<file path="config.mk">
export PLATFORM = sky130hd
export DESIGN_NAME = gdcfg_regs
export DESIGN_NICKNAME = d
export VERILOG_FILES = /design/src/gdcfg_pkg.sv /design/src/gdcfg_oc_filter.sv /design/src/gdcfg_regs.sv
export SDC_FILE = /design/constraint.sdc
export NUM_CORES = 1
export LEC_CHECK = 0
export ABC_AREA = 0
export BUFFER_PORTS_ARGS = -buffer_cell sky130_fd_sc_hd__buf_2
export CAP_MARGIN = 20
export CORE_ASPECT_RATIO = 1.1
export CORE_MARGIN = 2
export CORE_UTILIZATION = 59
export CTS_CLUSTER_DIAMETER = 80
export DETAILED_ROUTE_END_ITERATION = 10
export GPL_TIMING_DRIVEN = 0
export PLACE_DENSITY = 0.8
export SLEW_MARGIN = 10
export SYNTH_ARGS = -nofsm -noshare
export SYNTH_HDL_FRONTEND = slang
export SYNTH_SLANG_ARGS = --single-unit
</file>
<file path="constraint.sdc">
create_clock -name ref_clk -period 6.3 [get_ports ref_clk]
set_clock_uncertainty 0.1 [all_clocks]
set_input_delay 0.315 -clock ref_clk [delete_from_list [all_inputs] [get_ports ref_clk]]
set_output_delay 0.315 -clock ref_clk [all_outputs]
set_load 0.02 [all_outputs]
</file>
<file path="src/gdcfg_pkg.sv">
// Package for the gate-driver configuration register bank.
// Assumes a single 20 MHz clock; register offsets are word indices on Avalon-MM.
package gdcfg_pkg;
	// Register indices as printed; byte address is four times the index
	localparam logic [7:0]  GDCFG_IDX_ONE      = 8'hAC;
	localparam logic [7:0]  GDCFG_IDX_TWO      = 8'hAE;
	localparam logic [7:0]  GDCFG_IDX_STATUS   = 8'hB0;
	localparam logic [7:0]  GDCFG_IDX_MASK     = 8'hB2;
	localparam logic [7:0]  GDCFG_IDX_CTRL     = 8'hB4;
	localparam logic [31:0] GDCFG_RST_ONE      = 32'h10228100;
	localparam logic [31:0] GDCFG_RST_TWO      = 32'h01200000;
	localparam logic [31:0] GDCFG_RST_MASK     = 32'h00000000;
	localparam logic [31:0] GDCFG_UNMAPPED     = 32'h00000000;
	// Field positions, register one
	localparam int GDCFG_POS_FILTER    = 12;
	localparam int GDCFG_POS_RETRY     = 11;
	localparam int GDCFG_POS_THRESH    = 10;
	localparam int GDCFG_POS_RESPONSE  = 8;
	localparam int GDCFG_POS_GAIN      = 0;
	localparam int GDCFG_POS_CLEAR     = 23;
	// Field positions, register two
	localparam int GDCFG_POS_DCOMP     = 30;
	localparam int GDCFG_POS_TDELAY    = 26;
	localparam int GDCFG_POS_SEQOFF    = 24;
	localparam int GDCFG_POS_CLIMIT    = 23;
	localparam int GDCFG_POS_VSEL      = 21;
	// Control register and status bit positions
	localparam int GDCFG_POS_AUTOGAIN  = 0;
	localparam int GDCFG_ST_OC_EVENT   = 0;
	localparam int GDCFG_ST_LATCHED    = 1;
	localparam int GDCFG_ST_RETRY_DONE = 2;
	// Clock and times
	localparam int GDCFG_CLK_HZ        = 20_000_000;
	localparam int GDCFG_FILT_NS [4]   = '{200, 600, 1200, 1600};
	localparam int GDCFG_RETRY_SHORT_MS = 5;
	localparam int GDCFG_RETRY_LONG_MS  = 500;
	localparam int GDCFG_NS_PER_CYC    = 1_000_000_000 / GDCFG_CLK_HZ;
	localparam int GDCFG_CYC_PER_MS    = GDCFG_CLK_HZ / 1000;
	localparam int GDCFG_RETRY_SHORT_CYC = GDCFG_RETRY_SHORT_MS * GDCFG_CYC_PER_MS;
	localparam int GDCFG_RETRY_LONG_CYC  = GDCFG_RETRY_LONG_MS * GDCFG_CYC_PER_MS;
	typedef enum logic [1:0] {
		GDCFG_RESP_LATCH  = 2'h0,
		GDCFG_RESP_RETRY  = 2'h1,
		GDCFG_RESP_REPORT = 2'h2,
		GDCFG_RESP_IGNORE = 2'h3
	} gdcfg_resp_t;
endpackage

</file>
<file path="src/gdcfg_oc_filter.sv">
// Overcurrent persistence filter: input must hold for the selected time.
// Assumes the raw comparator input is already synchronised to ref_clk.
`timescale 1ns/1ps
module gdcfg_oc_filter import gdcfg_pkg::*; (
	input  wire logic       ref_clk,
	input  wire logic       rst,
	input  wire logic [1:0] filterSel,
	input  wire logic       ocRaw,
	output logic            ocValid
);
	// Least times round up to whole cycles
	function automatic logic [7:0] filtCycles(input logic [1:0] sel);
		int n;
		n = (GDCFG_FILT_NS[sel] + GDCFG_NS_PER_CYC - 1) / GDCFG_NS_PER_CYC;
		return 8'(n);
	endfunction

	logic [7:0] count_reg;
	logic [7:0] count_next;
	logic       valid_reg;
	logic       valid_next;

	always_comb begin
		count_next = 8'h00;
		valid_next = 1'b0;
		if (ocRaw) begin
			if (count_reg + 8'h01 >= filtCycles(filterSel)) begin
				valid_next = 1'b1;
				count_next = count_reg;
			end else begin
				count_next = count_reg + 8'h01;
			end
		end
	end

	always_ff @(posedge ref_clk) begin
		if (rst) begin
			count_reg <= 8'h00;
			valid_reg <= 1'b0;
		end else begin
			count_reg <= count_next;
			valid_reg <= valid_next;
		end
	end

	assign ocValid = valid_reg;
endmodule

</file>
<file path="src/gdcfg_regs.sv">
// Gate-driver configuration register bank with overcurrent fault handling.
// Assumes an Avalon-MM master on ref_clk and a synchronous active-high reset.
// Behaviour
// - The filter-time field picks 0.2/0.6/1.2/1.6 us and overcurrent must persist that long.
// - The retry bit selects a 5 ms wait when clear and 500 ms when set before retry release.
// - The threshold bit selects the 9 A trip level when clear and 13 A when set.
// - Response code 0 turns a detected overcurrent into a latched fault held until cleared.
// - Response code 1, the reset default, gives an automatically retrying fault.
// - Response code 2 only reports an overcurrent and leaves the outputs alone.
// - Response code 3 neither reports nor acts on an overcurrent.
// - The gain field sets the sense gain only while automatic gain selection is off.
// - Gain codes 0 to 3 select 0.24, 0.48, 0.96 and 1.92 V/A, code 0 after reset.
// - The second register sits at index AEh and resets to 01200000h.
// - Bit 30 of the second register enables delay compensation and resets to off.
// - Target delay 0 follows the slew rate, codes 1 to 15 give 0.4 to 3.2 us in 0.2 us steps.
// - Bit 24 turns regulator sequencing off, resets to 1 and is cleared by writing 1.
// - The current-limit bit selects 600 mA when clear and 150 mA when set.
// - The voltage field selects 3.3, 5.0, 4.0 or 5.7 V and resets to code 1.
// - Writing 1 to fault clear clears every latched fault and the bit reads back as 0.
//
// Implementation choice: the Avalon-MM slave port.
`timescale 1ns/1ps
module gdcfg_regs import gdcfg_pkg::*; #(
	parameter int RETRY_SHORT_CYC = GDCFG_RETRY_SHORT_CYC,
	parameter int RETRY_LONG_CYC  = GDCFG_RETRY_LONG_CYC
) (
	input  wire logic        ref_clk,
	input  wire logic        rst,
	input  wire logic [7:0]  avs_address,
	input  wire logic        avs_read,
	input  wire logic        avs_write,
	input  wire logic [3:0]  avs_byteenable,
	input  wire logic [31:0] avs_writedata,
	output logic [31:0]      avs_readdata,
	output logic             avs_waitrequest,
	input  wire logic        overcurrentPin,
	output logic             overcurrentThresholdSel,
	output logic [1:0]       senseAmpGain,
	output logic             autoSenseGainEnable,
	output logic             delayCompEnable,
	output logic [3:0]       targetDelay,
	output logic             regulatorSequencingOff,
	output logic             regulatorCurrentLimit,
	output logic [1:0]       regulatorVoltageSel,
	output logic [1:0]       slewRate,
	output logic             outputsDisabled,
	output logic             faultReport,
	output logic             irq
);
	typedef enum logic [2:0] {
		GDCFG_S_RUN   = 3'b001,
		GDCFG_S_LATCH = 3'b010,
		GDCFG_S_RETRY = 3'b100
	} gdcfg_state_t;

	function automatic logic [31:0] laneMerge(input logic [31:0] old, input logic [31:0] nw,
		input logic [3:0] be);
		logic [31:0] r;
		r = old;
		for (int i = 0; i < 4; i++) begin
			if (be[i]) begin
				r[i*8 +: 8] = nw[i*8 +: 8];
			end
		end
		return r;
	endfunction

	logic [31:0]  one_reg;
	logic [31:0]  one_next;
	logic [31:0]  two_reg;
	logic [31:0]  two_next;
	logic [31:0]  ctrl_reg;
	logic [31:0]  ctrl_next;
	logic [2:0]   status_reg;
	logic [2:0]   status_next;
	logic [2:0]   mask_reg;
	logic [2:0]   mask_next;
	logic [31:0]  rdata_reg;
	logic [31:0]  rdata_next;
	logic         ack_reg;
	logic         ack_next;
	gdcfg_state_t state_reg;
	gdcfg_state_t state_next;
	logic [31:0]  timer_reg;
	logic [31:0]  timer_next;
	logic         ocSync1_reg;
	logic         ocSync2_reg;
	logic         ocPrev_reg;
	logic         ocPrev_next;
	logic         ocValid;
	logic         ocEvent;
	logic         clearCmd;
	logic         wrOne;
	logic         wrTwo;
	logic [31:0]  wdOne;
	logic [31:0]  wdTwo;
	gdcfg_resp_t  resp;

	// Two flops before the comparator pin reaches any logic
	always_ff @(posedge ref_clk) begin
		if (rst) begin
			ocSync1_reg <= 1'b0;
			ocSync2_reg <= 1'b0;
		end else begin
			ocSync1_reg <= overcurrentPin;
			ocSync2_reg <= ocSync1_reg;
		end
	end

	gdcfg_oc_filter u_filter (
		.ref_clk   (ref_clk),
		.rst       (rst),
		.filterSel (one_reg[GDCFG_POS_FILTER +: 2]),
		.ocRaw     (ocSync2_reg),
		.ocValid   (ocValid)
	);

	assign resp     = gdcfg_resp_t'(one_reg[GDCFG_POS_RESPONSE +: 2]);
	assign ocEvent  = ocValid && !ocPrev_reg;
	// One cycle of wait state: every access answers at the second edge
	assign avs_waitrequest = (avs_read || avs_write) && !ack_reg;
	assign wrOne    = avs_write && ack_reg && avs_address == GDCFG_IDX_ONE;
	assign wrTwo    = avs_write && ack_reg && avs_address == GDCFG_IDX_TWO;
	assign wdOne    = laneMerge(one_reg, avs_writedata, avs_byteenable);
	assign wdTwo    = laneMerge(two_reg, avs_writedata, avs_byteenable);
	assign clearCmd = wrOne && wdOne[GDCFG_POS_CLEAR];

	always_comb begin
		one_next    = one_reg;
		two_next    = two_reg;
		ctrl_next   = ctrl_reg;
		mask_next   = mask_reg;
		status_next = status_reg;
		rdata_next  = rdata_reg;
		ack_next    = 1'b0;
		ocPrev_next = ocValid;
		if ((avs_read || avs_write) && !ack_reg) begin
			ack_next = 1'b1;
		end
		if (wrOne) begin
			one_next = wdOne;
			one_next[GDCFG_POS_CLEAR] = 1'b0;
		end
		if (wrTwo) begin
			two_next = wdTwo;
			// Sequencing-off bit only falls by writing a one to it
			two_next[GDCFG_POS_SEQOFF] = two_reg[GDCFG_POS_SEQOFF] &&
				!(avs_byteenable[3] && avs_writedata[GDCFG_POS_SEQOFF]);
		end
		if (avs_write && ack_reg && avs_address == GDCFG_IDX_CTRL) begin
			ctrl_next = laneMerge(ctrl_reg, avs_writedata, avs_byteenable);
		end
		if (avs_write && ack_reg && avs_address == GDCFG_IDX_MASK && avs_byteenable[0]) begin
			mask_next = avs_writedata[2:0];
		end
		if (avs_write && ack_reg && avs_address == GDCFG_IDX_STATUS && avs_byteenable[0]) begin
			status_next = status_reg & ~avs_writedata[2:0];
		end
		// Events set after the clear so a same-cycle event is kept
		if (ocEvent && resp != GDCFG_RESP_IGNORE) begin
			status_next[GDCFG_ST_OC_EVENT] = 1'b1;
		end
		if (state_reg == GDCFG_S_RUN && state_next == GDCFG_S_LATCH) begin
			status_next[GDCFG_ST_LATCHED] = 1'b1;
		end
		if (state_reg == GDCFG_S_RETRY && state_next == GDCFG_S_RUN) begin
			status_next[GDCFG_ST_RETRY_DONE] = 1'b1;
		end
		if (avs_read && !ack_reg) begin
			unique case (avs_address)
				GDCFG_IDX_ONE:    rdata_next = one_reg;
				GDCFG_IDX_TWO:    rdata_next = two_reg;
				GDCFG_IDX_STATUS: rdata_next = {29'h0, status_reg};
				GDCFG_IDX_MASK:   rdata_next = {29'h0, mask_reg};
				GDCFG_IDX_CTRL:   rdata_next = ctrl_reg;
				default:          rdata_next = GDCFG_UNMAPPED;
			endcase
		end
	end

	always_comb begin
		state_next = state_reg;
		timer_next = timer_reg;
		unique case (state_reg)
			GDCFG_S_RUN: begin
				if (ocEvent && resp == GDCFG_RESP_LATCH) begin
					state_next = GDCFG_S_LATCH;
				end else if (ocEvent && resp == GDCFG_RESP_RETRY) begin
					state_next = GDCFG_S_RETRY;
					timer_next = one_reg[GDCFG_POS_RETRY] ? 32'(RETRY_LONG_CYC - 1)
						: 32'(RETRY_SHORT_CYC - 1);
				end
			end
			GDCFG_S_LATCH: begin
				if (clearCmd) begin
					state_next = GDCFG_S_RUN;
				end
			end
			GDCFG_S_RETRY: begin
				// Fault clear also ends a retry early
				if (clearCmd || timer_reg == 32'h0) begin
					state_next = GDCFG_S_RUN;
				end else begin
					timer_next = timer_reg - 32'h1;
				end
			end
		endcase
	end

	always_ff @(posedge ref_clk) begin
		if (rst) begin
			one_reg    <= GDCFG_RST_ONE;
			two_reg    <= GDCFG_RST_TWO;
			ctrl_reg   <= 32'h00000000;
			mask_reg   <= 3'h0;
			status_reg <= 3'h0;
			rdata_reg  <= 32'h00000000;
			ack_reg    <= 1'b0;
			ocPrev_reg <= 1'b0;
			state_reg  <= GDCFG_S_RUN;
			timer_reg  <= 32'h00000000;
		end else begin
			one_reg    <= one_next;
			two_reg    <= two_next;
			ctrl_reg   <= ctrl_next;
			mask_reg   <= mask_next;
			status_reg <= status_next;
			rdata_reg  <= rdata_next;
			ack_reg    <= ack_next;
			ocPrev_reg <= ocPrev_next;
			state_reg  <= state_next;
			timer_reg  <= timer_next;
		end
	end

	assign avs_readdata            = rdata_reg;
	assign overcurrentThresholdSel = one_reg[GDCFG_POS_THRESH];
	assign autoSenseGainEnable     = ctrl_reg[GDCFG_POS_AUTOGAIN];
	// Gain field frozen at code 0 output while the automatic selector owns the amplifier
	assign senseAmpGain = autoSenseGainEnable ? 2'h0 : one_reg[GDCFG_POS_GAIN +: 2];
	assign slewRate                = one_reg[27:26];
	assign delayCompEnable         = two_reg[GDCFG_POS_DCOMP];
	assign targetDelay             = two_reg[GDCFG_POS_TDELAY +: 4];
	assign regulatorSequencingOff  = two_reg[GDCFG_POS_SEQOFF];
	assign regulatorCurrentLimit   = two_reg[GDCFG_POS_CLIMIT];
	assign regulatorVoltageSel     = two_reg[GDCFG_POS_VSEL +: 2];
	assign outputsDisabled         = state_reg != GDCFG_S_RUN;
	// Report-only mode raises the report while the filtered fault persists
	assign faultReport = state_reg != GDCFG_S_RUN ||
		(resp == GDCFG_RESP_REPORT && ocValid);
	assign irq = |(status_reg & mask_reg);
endmodule

</file>
# ---- Yosys cells after proc, flatten, opt, wreduce, memory -nomap -nowiden
# Cells that the tools add are included.
dict set report word_totals {
  regBits 181
  out_inout_bits 51
  inputBits 49
}
dict set report classes {
  reduce_logical 47
  n_lt_le_gt_ge 2
  muxes 22
  n_bitwise 5
  eq_ne 17
  div_mod_pow 1
  n_addsub 4
}
# op n
set op_table {}
lappend op_table {{$mux 32} 5}
lappend op_table {{$pmux 32 s5} 1}
lappend op_table {{$bmux 32 s2} 1}
lappend op_table {{$pmux 32 s2} 1}
lappend op_table {{$eq 8x8->1 const B} 5}
lappend op_table {{$add 32x7->32 const B} 1}
lappend op_table {{$div 32x7->32 const B} 1}
lappend op_table {{$logic_not 32->1} 1}
lappend op_table {{$sub 32x1->32 const B} 1}
lappend op_table {{$sub 32x2->32 const B} 1}
lappend op_table {{$mux 24} 1}
lappend op_table {{$reduce_and 2->1} 12}
lappend op_table {{$logic_and 1x1->1} 20}
lappend op_table {{$mux 3} 5}
lappend op_table {{$pmux 3 s3} 1}
lappend op_table {{$add 8x1->8 const B} 1}
lappend op_table {{$ge 8x8->1} 1}
lappend op_table {{$mux 8} 1}
lappend op_table {{$reduce_bool 2->1} 4}
lappend op_table {{$and 3x3->3} 2}
lappend op_table {{$eq 3x1->1 const B} 2}
lappend op_table {{$eq 3x2->1 const B} 2}
lappend op_table {{$ne 2x2->1 const B} 3}
lappend op_table {{$mux 1} 5}
lappend op_table {{other kinds (16)} 20}

# ---- Logic depth before layout (Yosys ltp)
# Gate-level depths: netlist (run 1).
dict set report logic_depth {
  word_depth 9
  ltp_mapped 25
  ltp_nobuf 23
}

# ---- Cells and area by module
# A second synthesis (run 1) with hierarchy kept.
dict set report hier_totals {
  cells_unflattened 1009
  hier_area_um2 8575.7
}
# module cells_per_inst n_inst area_per_inst_um2
set modules_own_cells {}
lappend modules_own_cells {gdcfg_regs 838 1 7221.9}
lappend modules_own_cells {gdcfg_oc_filter 171 1 1353.8}

# ---- Worst setup path before layout (run 1)
# Ideal clock, no wire load.
dict set report synth_timing {
  path_kind {register to register}
  start {register one_reg[13]}
  end {register u_filter.count_reg[4]}
  setup_slack_ns 0.688
  path_stages_with_launch 26
  setup_time_ns 0.059
  arrival_time_ns 5.453
  cell_sequence {dfxtp_1 -> buf_4 -> inv_1 -> ha_1 -> buf_4 -> inv_1 -> ha_1 -> inv_1 -> ha_1 -> nor3b_2 -> or2_2 -> a221oi_1 -> a2111oi_4 -> o311ai_2 -> mux2_2 -> a221o_1 -> a211o_1 -> ha_1 -> nand2b_1 -> a21o_1 -> a21o_1 -> a21o_1 -> a21oi_1 -> o21ai_1 -> or4_1 -> nand2_1}
}
dict set report synth_between {
  elab_chain_len 8
}
# element line_no
set synth_rtl {}
lappend synth_rtl {{start: declaration} gdcfg_regs.sv:68} ;# logic [31:0] one_reg;
lappend synth_rtl {{start signal: assignment} gdcfg_regs.sv:223} ;# one_reg <= one_next;
lappend synth_rtl {{$not 2->3 (implied by the code)} gdcfg_oc_filter.sv:14} ;# n = (GDCFG_FILT_NS[sel] + GDCFG_NS_PER_CYC - 1) / GDCFG_NS_PER_CYC;
lappend synth_rtl {{$bmux 32 s2} gdcfg_oc_filter.sv:14}
lappend synth_rtl {{$mux 32 (implied by the code) (2 in series)} gdcfg_oc_filter.sv:14}
lappend synth_rtl {{$add 32x7->32} gdcfg_oc_filter.sv:14}
lappend synth_rtl {{$sub 32x2->32} gdcfg_oc_filter.sv:14}
lappend synth_rtl {{$div 32x7->32} gdcfg_oc_filter.sv:14}
lappend synth_rtl {{$ge 8x8->1} gdcfg_oc_filter.sv:27} ;# if (count_reg + 8'h01 >= filtCycles(filterSel)) begin
lappend synth_rtl {{end signal: assignment} gdcfg_oc_filter.sv:41} ;# count_reg <= count_next;
lappend synth_rtl {{end: declaration} gdcfg_oc_filter.sv:18} ;# logic [7:0] count_reg;
# Every way passes these cells. The select of a mux whose other input is x is not followed.
# A chain may end at the register's enable or synchronous reset.

# ---- Worst setup path in the final report (run 1)
dict set report layout_timing {
  start {register one_reg[13]}
  end {register u_filter.count_reg[5]}
}
# Same word-level chain as after synthesis.

==> results.json, run 1 <==
{
  "outcome": "finished, final reports clean",
  "gr-total-overflow": 0,
  "syn_area_um2": 8680,
  "drive_above_1_share_pct": 18.1,
  "grt_pass1_wl_mm": 36.7,
  "max-cap-violations": 0,
  "p_sw_uw": 600,
  "start_kind": "flip-flop",
  "finalHoldViolations": 0,
  "synthCells": 1010,
  "slowest_stage": "or4_1",
  "finalPower_mw": 2.35,
  "io_buffers": 97,
  "yosysSeqAreaShare_pct": 41.7,
  "wl_per_cell_um": 16.8,
  "synth.top_cell.area_share_pct": 41.7,
  "p_leak_nw": 4.21,
  "final.min_clock_period_ns": 6.06,
  "cp-end-kind": "flip-flop",
  "worstMarginPinSlew_ns": 1.05,
  "yosys.cell_types.count": 64,
  "place.gp.congestion": 0.873,
  "grt_use_met2_pct": 46.9,
  "antenna_found_initial": 1,
  "h-tree-depth": 4,
  "synth_fp_nets": 1080,
  "hold_path_class": "primary input to flip-flop",
  "finalSetupViolCount": 0,
  "ios": 100,
  "ys_seq_elements": 181,
  "critPathMaxStageDelay_ns": 0.53,
  "first_pass_iters": 6,
  "place_ws_ns": 0.105,
  "ys_top_cells_by_area": "dfxtp_1, mux2i_1, nor2_1",
  "final_antenna_net_count": 0,
  "seqCellArea_um2": 3620,
  "slew_violations": 0,
  "final_common_cell": "dfxtp_1",
  "cts.sinks": 181,
  "yosys.area.top_type": "dfxtp_1",
  "vias": 7830,
  "drt_iter0_drc": 722,
  "insertion_delay_ns": 0.44,
  "worstPathRequired_ns": 6.58,
  "fillCellCount": 1167,
  "peakVddDrop_v": 0.000161,
  "path_clk_slew_ns": 0.07,
  "dieArea_um2": 15700,
  "cts_buffers": 17,
  "seq_power_share_pct": 49.6,
  "grt_busiest_layer": "met2",
  "tritoncts": "yes",
  "avgSynthCellArea_um2": 8.60,
  "fp-row-count": 46,
  "fp.dieW_um": 120,
  "wl_mm": 22.4,
  "arrival_ns": 6.33,
  "p_sw_share_pct": 25.5,
  "final_cell_mix": "dfxtp_1, nor2_1, nand2_1",
  "grtUsageMet1_pct": 37.5,
  "ys.flop_type": "dfxtp_1",
  "cp_top_family": "compound AO/OA/AOI/OAI gates",
  "hpwlAfterDp_mm": 15.4,
  "synthArstFlopShare_pct": 0,
  "slew_headroom_pct": 29.5,
  "areaGrowthSynthToFinish_pct": 16.0,
  "period_share_pct": 96.1,
  "cts_buffer_depth": 2,
  "clkPwrFrac_pct": 44.3,
  "setup_ws_ns": 0.244,
  "yosysWarnings": 0,
  "fin_nets": 1200,
  "start_util_pct": 60.3,
  "core_area_um2": 14400,
  "grt_pass1_vias": 7517,
  "synth-edff-count": 0,
  "via_per_inst": 5.86,
  "power_per_cell_area_nw_per_um2": 233,
  "grt_start_max_net_pins": 19,
  "combPwrFrac_pct": 6.0,
  "crit_buf_inv": 5,
  "max_freq_mhz": 165,
  "p_int_mw": 1.75,
  "track_usage_pct": 28.7,
  "path_max_fanout": 10,
  "grt_use_met3_pct": 4.60,
  "multi_input_area_um2": 4730,
  "clockRootBuffer": "clkbuf_16",
  "final_util_pct": 70.0,
  "fp.dieH_um": 131,
  "critical_path_class": "flip-flop to flip-flop",
  "drcViolationCount": 0
}
## synthesized netlist by cell type, drive strengths merged (10+ instances only)
master and instances:
nand2 128, xor2 13, mux2 34, dfxtp 181, nor2b 10, buf 24
clkbuf 42, a211oi 31, o21ai 23, and3 10, nor4 11, nor3 22
inv 17, nand3 16, xnor2 20, ha 21, mux2i 56, a21oi 74
a22oi 32, nor2 139
## power by group through the flow
stage               clock network (mW)  logic, mW  registers [mW]
finish                            1.04      0.142            1.17
global route                      1.09      0.152            1.17
CTS                               1.05      0.140            1.17
detailed placement                   0      0.139            1.19
global placement                     0      0.138            1.19
floorplan                            0     0.0584            1.21
## timing repair
item / in CTS / in global routing
gates resized for setup: 0 / 6
endpoints found under the hold margin: 1 / 0
setup endpoints to repair: 0 / 4
buffers inserted: 0 / 2
hold buffers: 1 / 0
## per-layer routing
metal	up-vias	share of wire, %
met3	55	7.2
met4	0	2.9
met5	-	0
met1	3666	42
li1	3795	-
met2	314	48
## logic make-up (layout without fill, tap and decap cells)
logic type / count (synthesis) / after routing / synth area share (%)
xor+xnor: 33 / 33 / 3.33
fa+ha+maj: 21 / 21 / 3.03
mux: 90 / 90 / 10.9
compound gates: 204 / 204 / 15.5
buf+inv: 84 / 217 / 4.27
flops: 181 / 181 / 41.7
other cells: 0 / 1 / 0
simple gates: 397 / 397 / 21.2
## final timing paths
path,slack [ns],cells after the start,endpoint,startpoint
setup / recovery,0.24,25,u_filter.count_reg[5]$_SDFFE_PP0N_,one_reg[13]$_SDFFE_PP0P_
hold / removal,0.01,2,one_reg[21]$_SDFFE_PP1P_,avs_writedata[21]
setup reg to reg,0.24,25,u_filter.count_reg[5]$_SDFFE_PP0N_,one_reg[13]$_SDFFE_PP0P_
hold reg to reg,0.35,1,ocSync2_reg$_SDFF_PP0_,ocSync1_reg$_SDFF_PP0_
## layout make-up
| cell class | count | area share, % |
|---|---|---|
| diodes | 1 | 0.0249 |
| plain buffers | 66 | 2.96 |
| clock buffers | 19 | 4.50 |
| clock inverters | 13 | 1.28 |
| inverters | 18 | 0.721 |
| multi-input cells | 745 | 47.0 |
| flip-flops and latches | 181 | 36.0 |
| well taps | 192 | 2.39 |
| repair buffers | 101 | 5.14 |
## through the flow
step           std cells  hold slack [ns]  area, um^2  TNS, ns
6_report            1336           0.0111       10100        0
5_1_grt             1336           0.0141       10100   -0.138
4_1_cts             1333          0.00368       10000        0
3_5_place_dp        1300            0.334        9420        0
3_3_place_gp        1299            0.326        9410        0
2_1_floorplan       1010            0.314        8680        0
Note: power is estimated with default switching activity, not from simulation.
==> inputs of run 2 (changes only) <==
==> constraint.sdc (replaced) <==
create_clock -name ref_clk -period 6.3 [get_ports ref_clk]
set_clock_uncertainty 0.1 [all_clocks]
set_input_delay 0.63 -clock ref_clk [delete_from_list [all_inputs] [get_ports ref_clk]]
set_output_delay 0.63 -clock ref_clk [all_outputs]
set_load 0.02 [all_outputs]
==> run 2 against run 1 <==
Die area unchanged. Maximum frequency about the same. Hold slack better by 0.29 ns. Cell count about the same. Flip-flop and latch count unchanged. First-iteration DRC count up 5.1%. Count of clock-buffer cells in the layout unchanged. Wire length up 0.51%. Critical path type unchanged. Critical endpoint unchanged. Largest power group unchanged.
==> results.json, run 2 (synthesized netlist as in run 1, its figures left out) <==
{
  "peakVddDrop_v": 0.000162,
  "track_usage_pct": 28.7,
  "first_pass_iters": 5,
  "h-tree-depth": 4,
  "place.gp.congestion": 0.873,
  "drive_above_1_share_pct": 18.1,
  "start_util_pct": 60.3,
  "insertion_delay_ns": 0.44,
  "clockRootBuffer": "clkbuf_16",
  "whs_path_depth": 2,
  "final_cell_mix": "dfxtp_1, nor2_1, nand2_1",
  "hold_path_class": "primary input to flip-flop",
  "max_freq_mhz": 165,
  "gr-total-overflow": 0,
  "tritoncts": "yes",
  "reg2reg_slack_ns": 0.24,
  "path_max_fanout": 10,
  "max-cap-violations": 0,
  "core_area_um2": 14400,
  "cts_buffers": 17,
  "dieArea_um2": 15700,
  "reg2reg_depth": 25,
  "ctsHoldBuffers": 0,
  "worstPathRequired_ns": 6.58,
  "worstMarginPinSlew_ns": 1.07,
  "hpwlAfterDp_mm": 15.4,
  "via_per_inst": 5.93,
  "fp-row-count": 46,
  "slowest_stage": "or4_1",
  "cp-end-kind": "flip-flop",
  "grt_start_max_net_pins": 19,
  "slew_headroom_pct": 28.1,
  "critical_path_class": "flip-flop to flip-flop",
  "areaGrowthSynthToFinish_pct": 15.9,
  "slew_violations": 0,
  "final.min_clock_period_ns": 6.06,
  "wl_per_cell_um": 16.9,
  "finalSetupViolCount": 0,
  "start_kind": "flip-flop",
  "period_share_pct": 96.2,
  "antenna_found_initial": 1,
  "fp.dieW_um": 120,
  "final_common_cell": "dfxtp_1",
  "wl_mm": 22.5,
  "drt_iter0_drc": 759,
  "placed_cell_area_um2": 9420,
  "io_buffers": 97,
  "drcViolationCount": 0,
  "place_ws_ns": 0.105,
  "outcome": "finished, final reports clean",
  "power_per_cell_area_nw_per_um2": 234,
  "crit_buf_inv": 5,
  "p_leak_nw": 4.21,
  "final_antenna_net_count": 0,
  "crit_cells": 25,
  "postLayoutCellArea_um2": 10100,
  "grt_pass1_vias": 7515,
  "cts_buffer_depth": 2,
  "vias": 7917,
  "fin_nets": 1199,
  "fillCellCount": 1167,
  "cts.sinks": 181,
  "arrival_ns": 6.33,
  "final_util_pct": 69.9,
  "finalHoldViolations": 0,
  "path_clk_slew_ns": 0.07,
  "ios": 100,
  "cp_top_family": "compound AO/OA/AOI/OAI gates",
  "setup_ws_ns": 0.241,
  "grt_pass1_wl_mm": 36.7,
  "critPathMaxStageDelay_ns": 0.53,
  "fp.dieH_um": 131
}
-- run 2: final cells by class --
class | count | area, um^2 | area share (%)
inverter | 18 | 72.6 | 0.721
timing repair buffer | 100 | 508 | 5.05
antenna | 1 | 2.50 | 0.0249
buffer | 66 | 298 | 2.96
tap | 192 | 240 | 2.39
clock buffer | 19 | 453 | 4.50
sequential | 181 | 3620 | 36.0
clock inverter | 13 | 129 | 1.28
multi-input combinational | 745 | 4730 | 47.0
-- run 2: per-stage QoR --
stage / hold WS (ns) / cells / setup TNS, ns / total power, mW
finish: 0.303 / 1335 / 0 / 2.35
global route: 0.318 / 1335 / -0.138 / 2.41
CTS: 0.299 / 1332 / 0 / 2.35
detailed placement: 0.334 / 1300 / 0 / 1.33
global placement: 0.326 / 1299 / 0 / 1.33
floorplan: 0.314 / 1010 / 0 / 1.27
-- run 2: worst reg2reg max path: stages, from the launching register on --
cell	delay, ns
dfxtp_2	0.36
buf_4	0.18
inv_1	0.14
ha_4	0.32
buf_4	0.16
inv_1	0.13
ha_4	0.31
inv_1	0.07
ha_1	0.21
nor3b_2	0.25
or2_2	0.18
a31oi_1	0.13
a2111oi_4	0.47
o311ai_4	0.20
mux2_2	0.30
a221o_1	0.35
a211o_1	0.24
ha_1	0.26
nand2b_1	0.14
a21o_1	0.17
a21o_1	0.17
a21o_1	0.18
a21oi_2	0.21
o21ai_2	0.17
or4_1	0.53
nand2_1	0.08
-- run 2: where the power goes --
| group | internal [mW] | leakage (nW) | switching, mW |
|---|---|---|---|
| registers | 1.16 | 1.46 | 0.00755 |
| logic | 0.0445 | 2.46 | 0.0973 |
| clock network | 0.546 | 0.282 | 0.496 |
-- run 2: what timing repair did --
item,in CTS,in global routing
setup endpoints to repair,0,4
resized for setup,0,6
setup buffers,0,2
-- run 2: worst paths after layout --
check	to	start
max	u_filter.count_reg[5]$_SDFFE_PP0N_	one_reg[13]$_SDFFE_PP0P_
min	ocSync1_reg$_SDFF_PP0_	overcurrentPin
max reg2reg	u_filter.count_reg[5]$_SDFFE_PP0N_	one_reg[13]$_SDFFE_PP0P_
min reg2reg	ocSync2_reg$_SDFF_PP0_	ocSync1_reg$_SDFF_PP0_
-- run 2: routing by layer --
| metal | share of wire, % | track usage [%] | vias to the layer above |
|---|---|---|---|
| li1 | - | - | 3791 |
| met1 | 42 | 37.5 | 3747 |
| met2 | 48 | 46.9 | 321 |
| met3 | 6.5 | 4.60 | 58 |
| met4 | 3.1 | 12.5 | 0 |
| met5 | 0 | 0 | - |
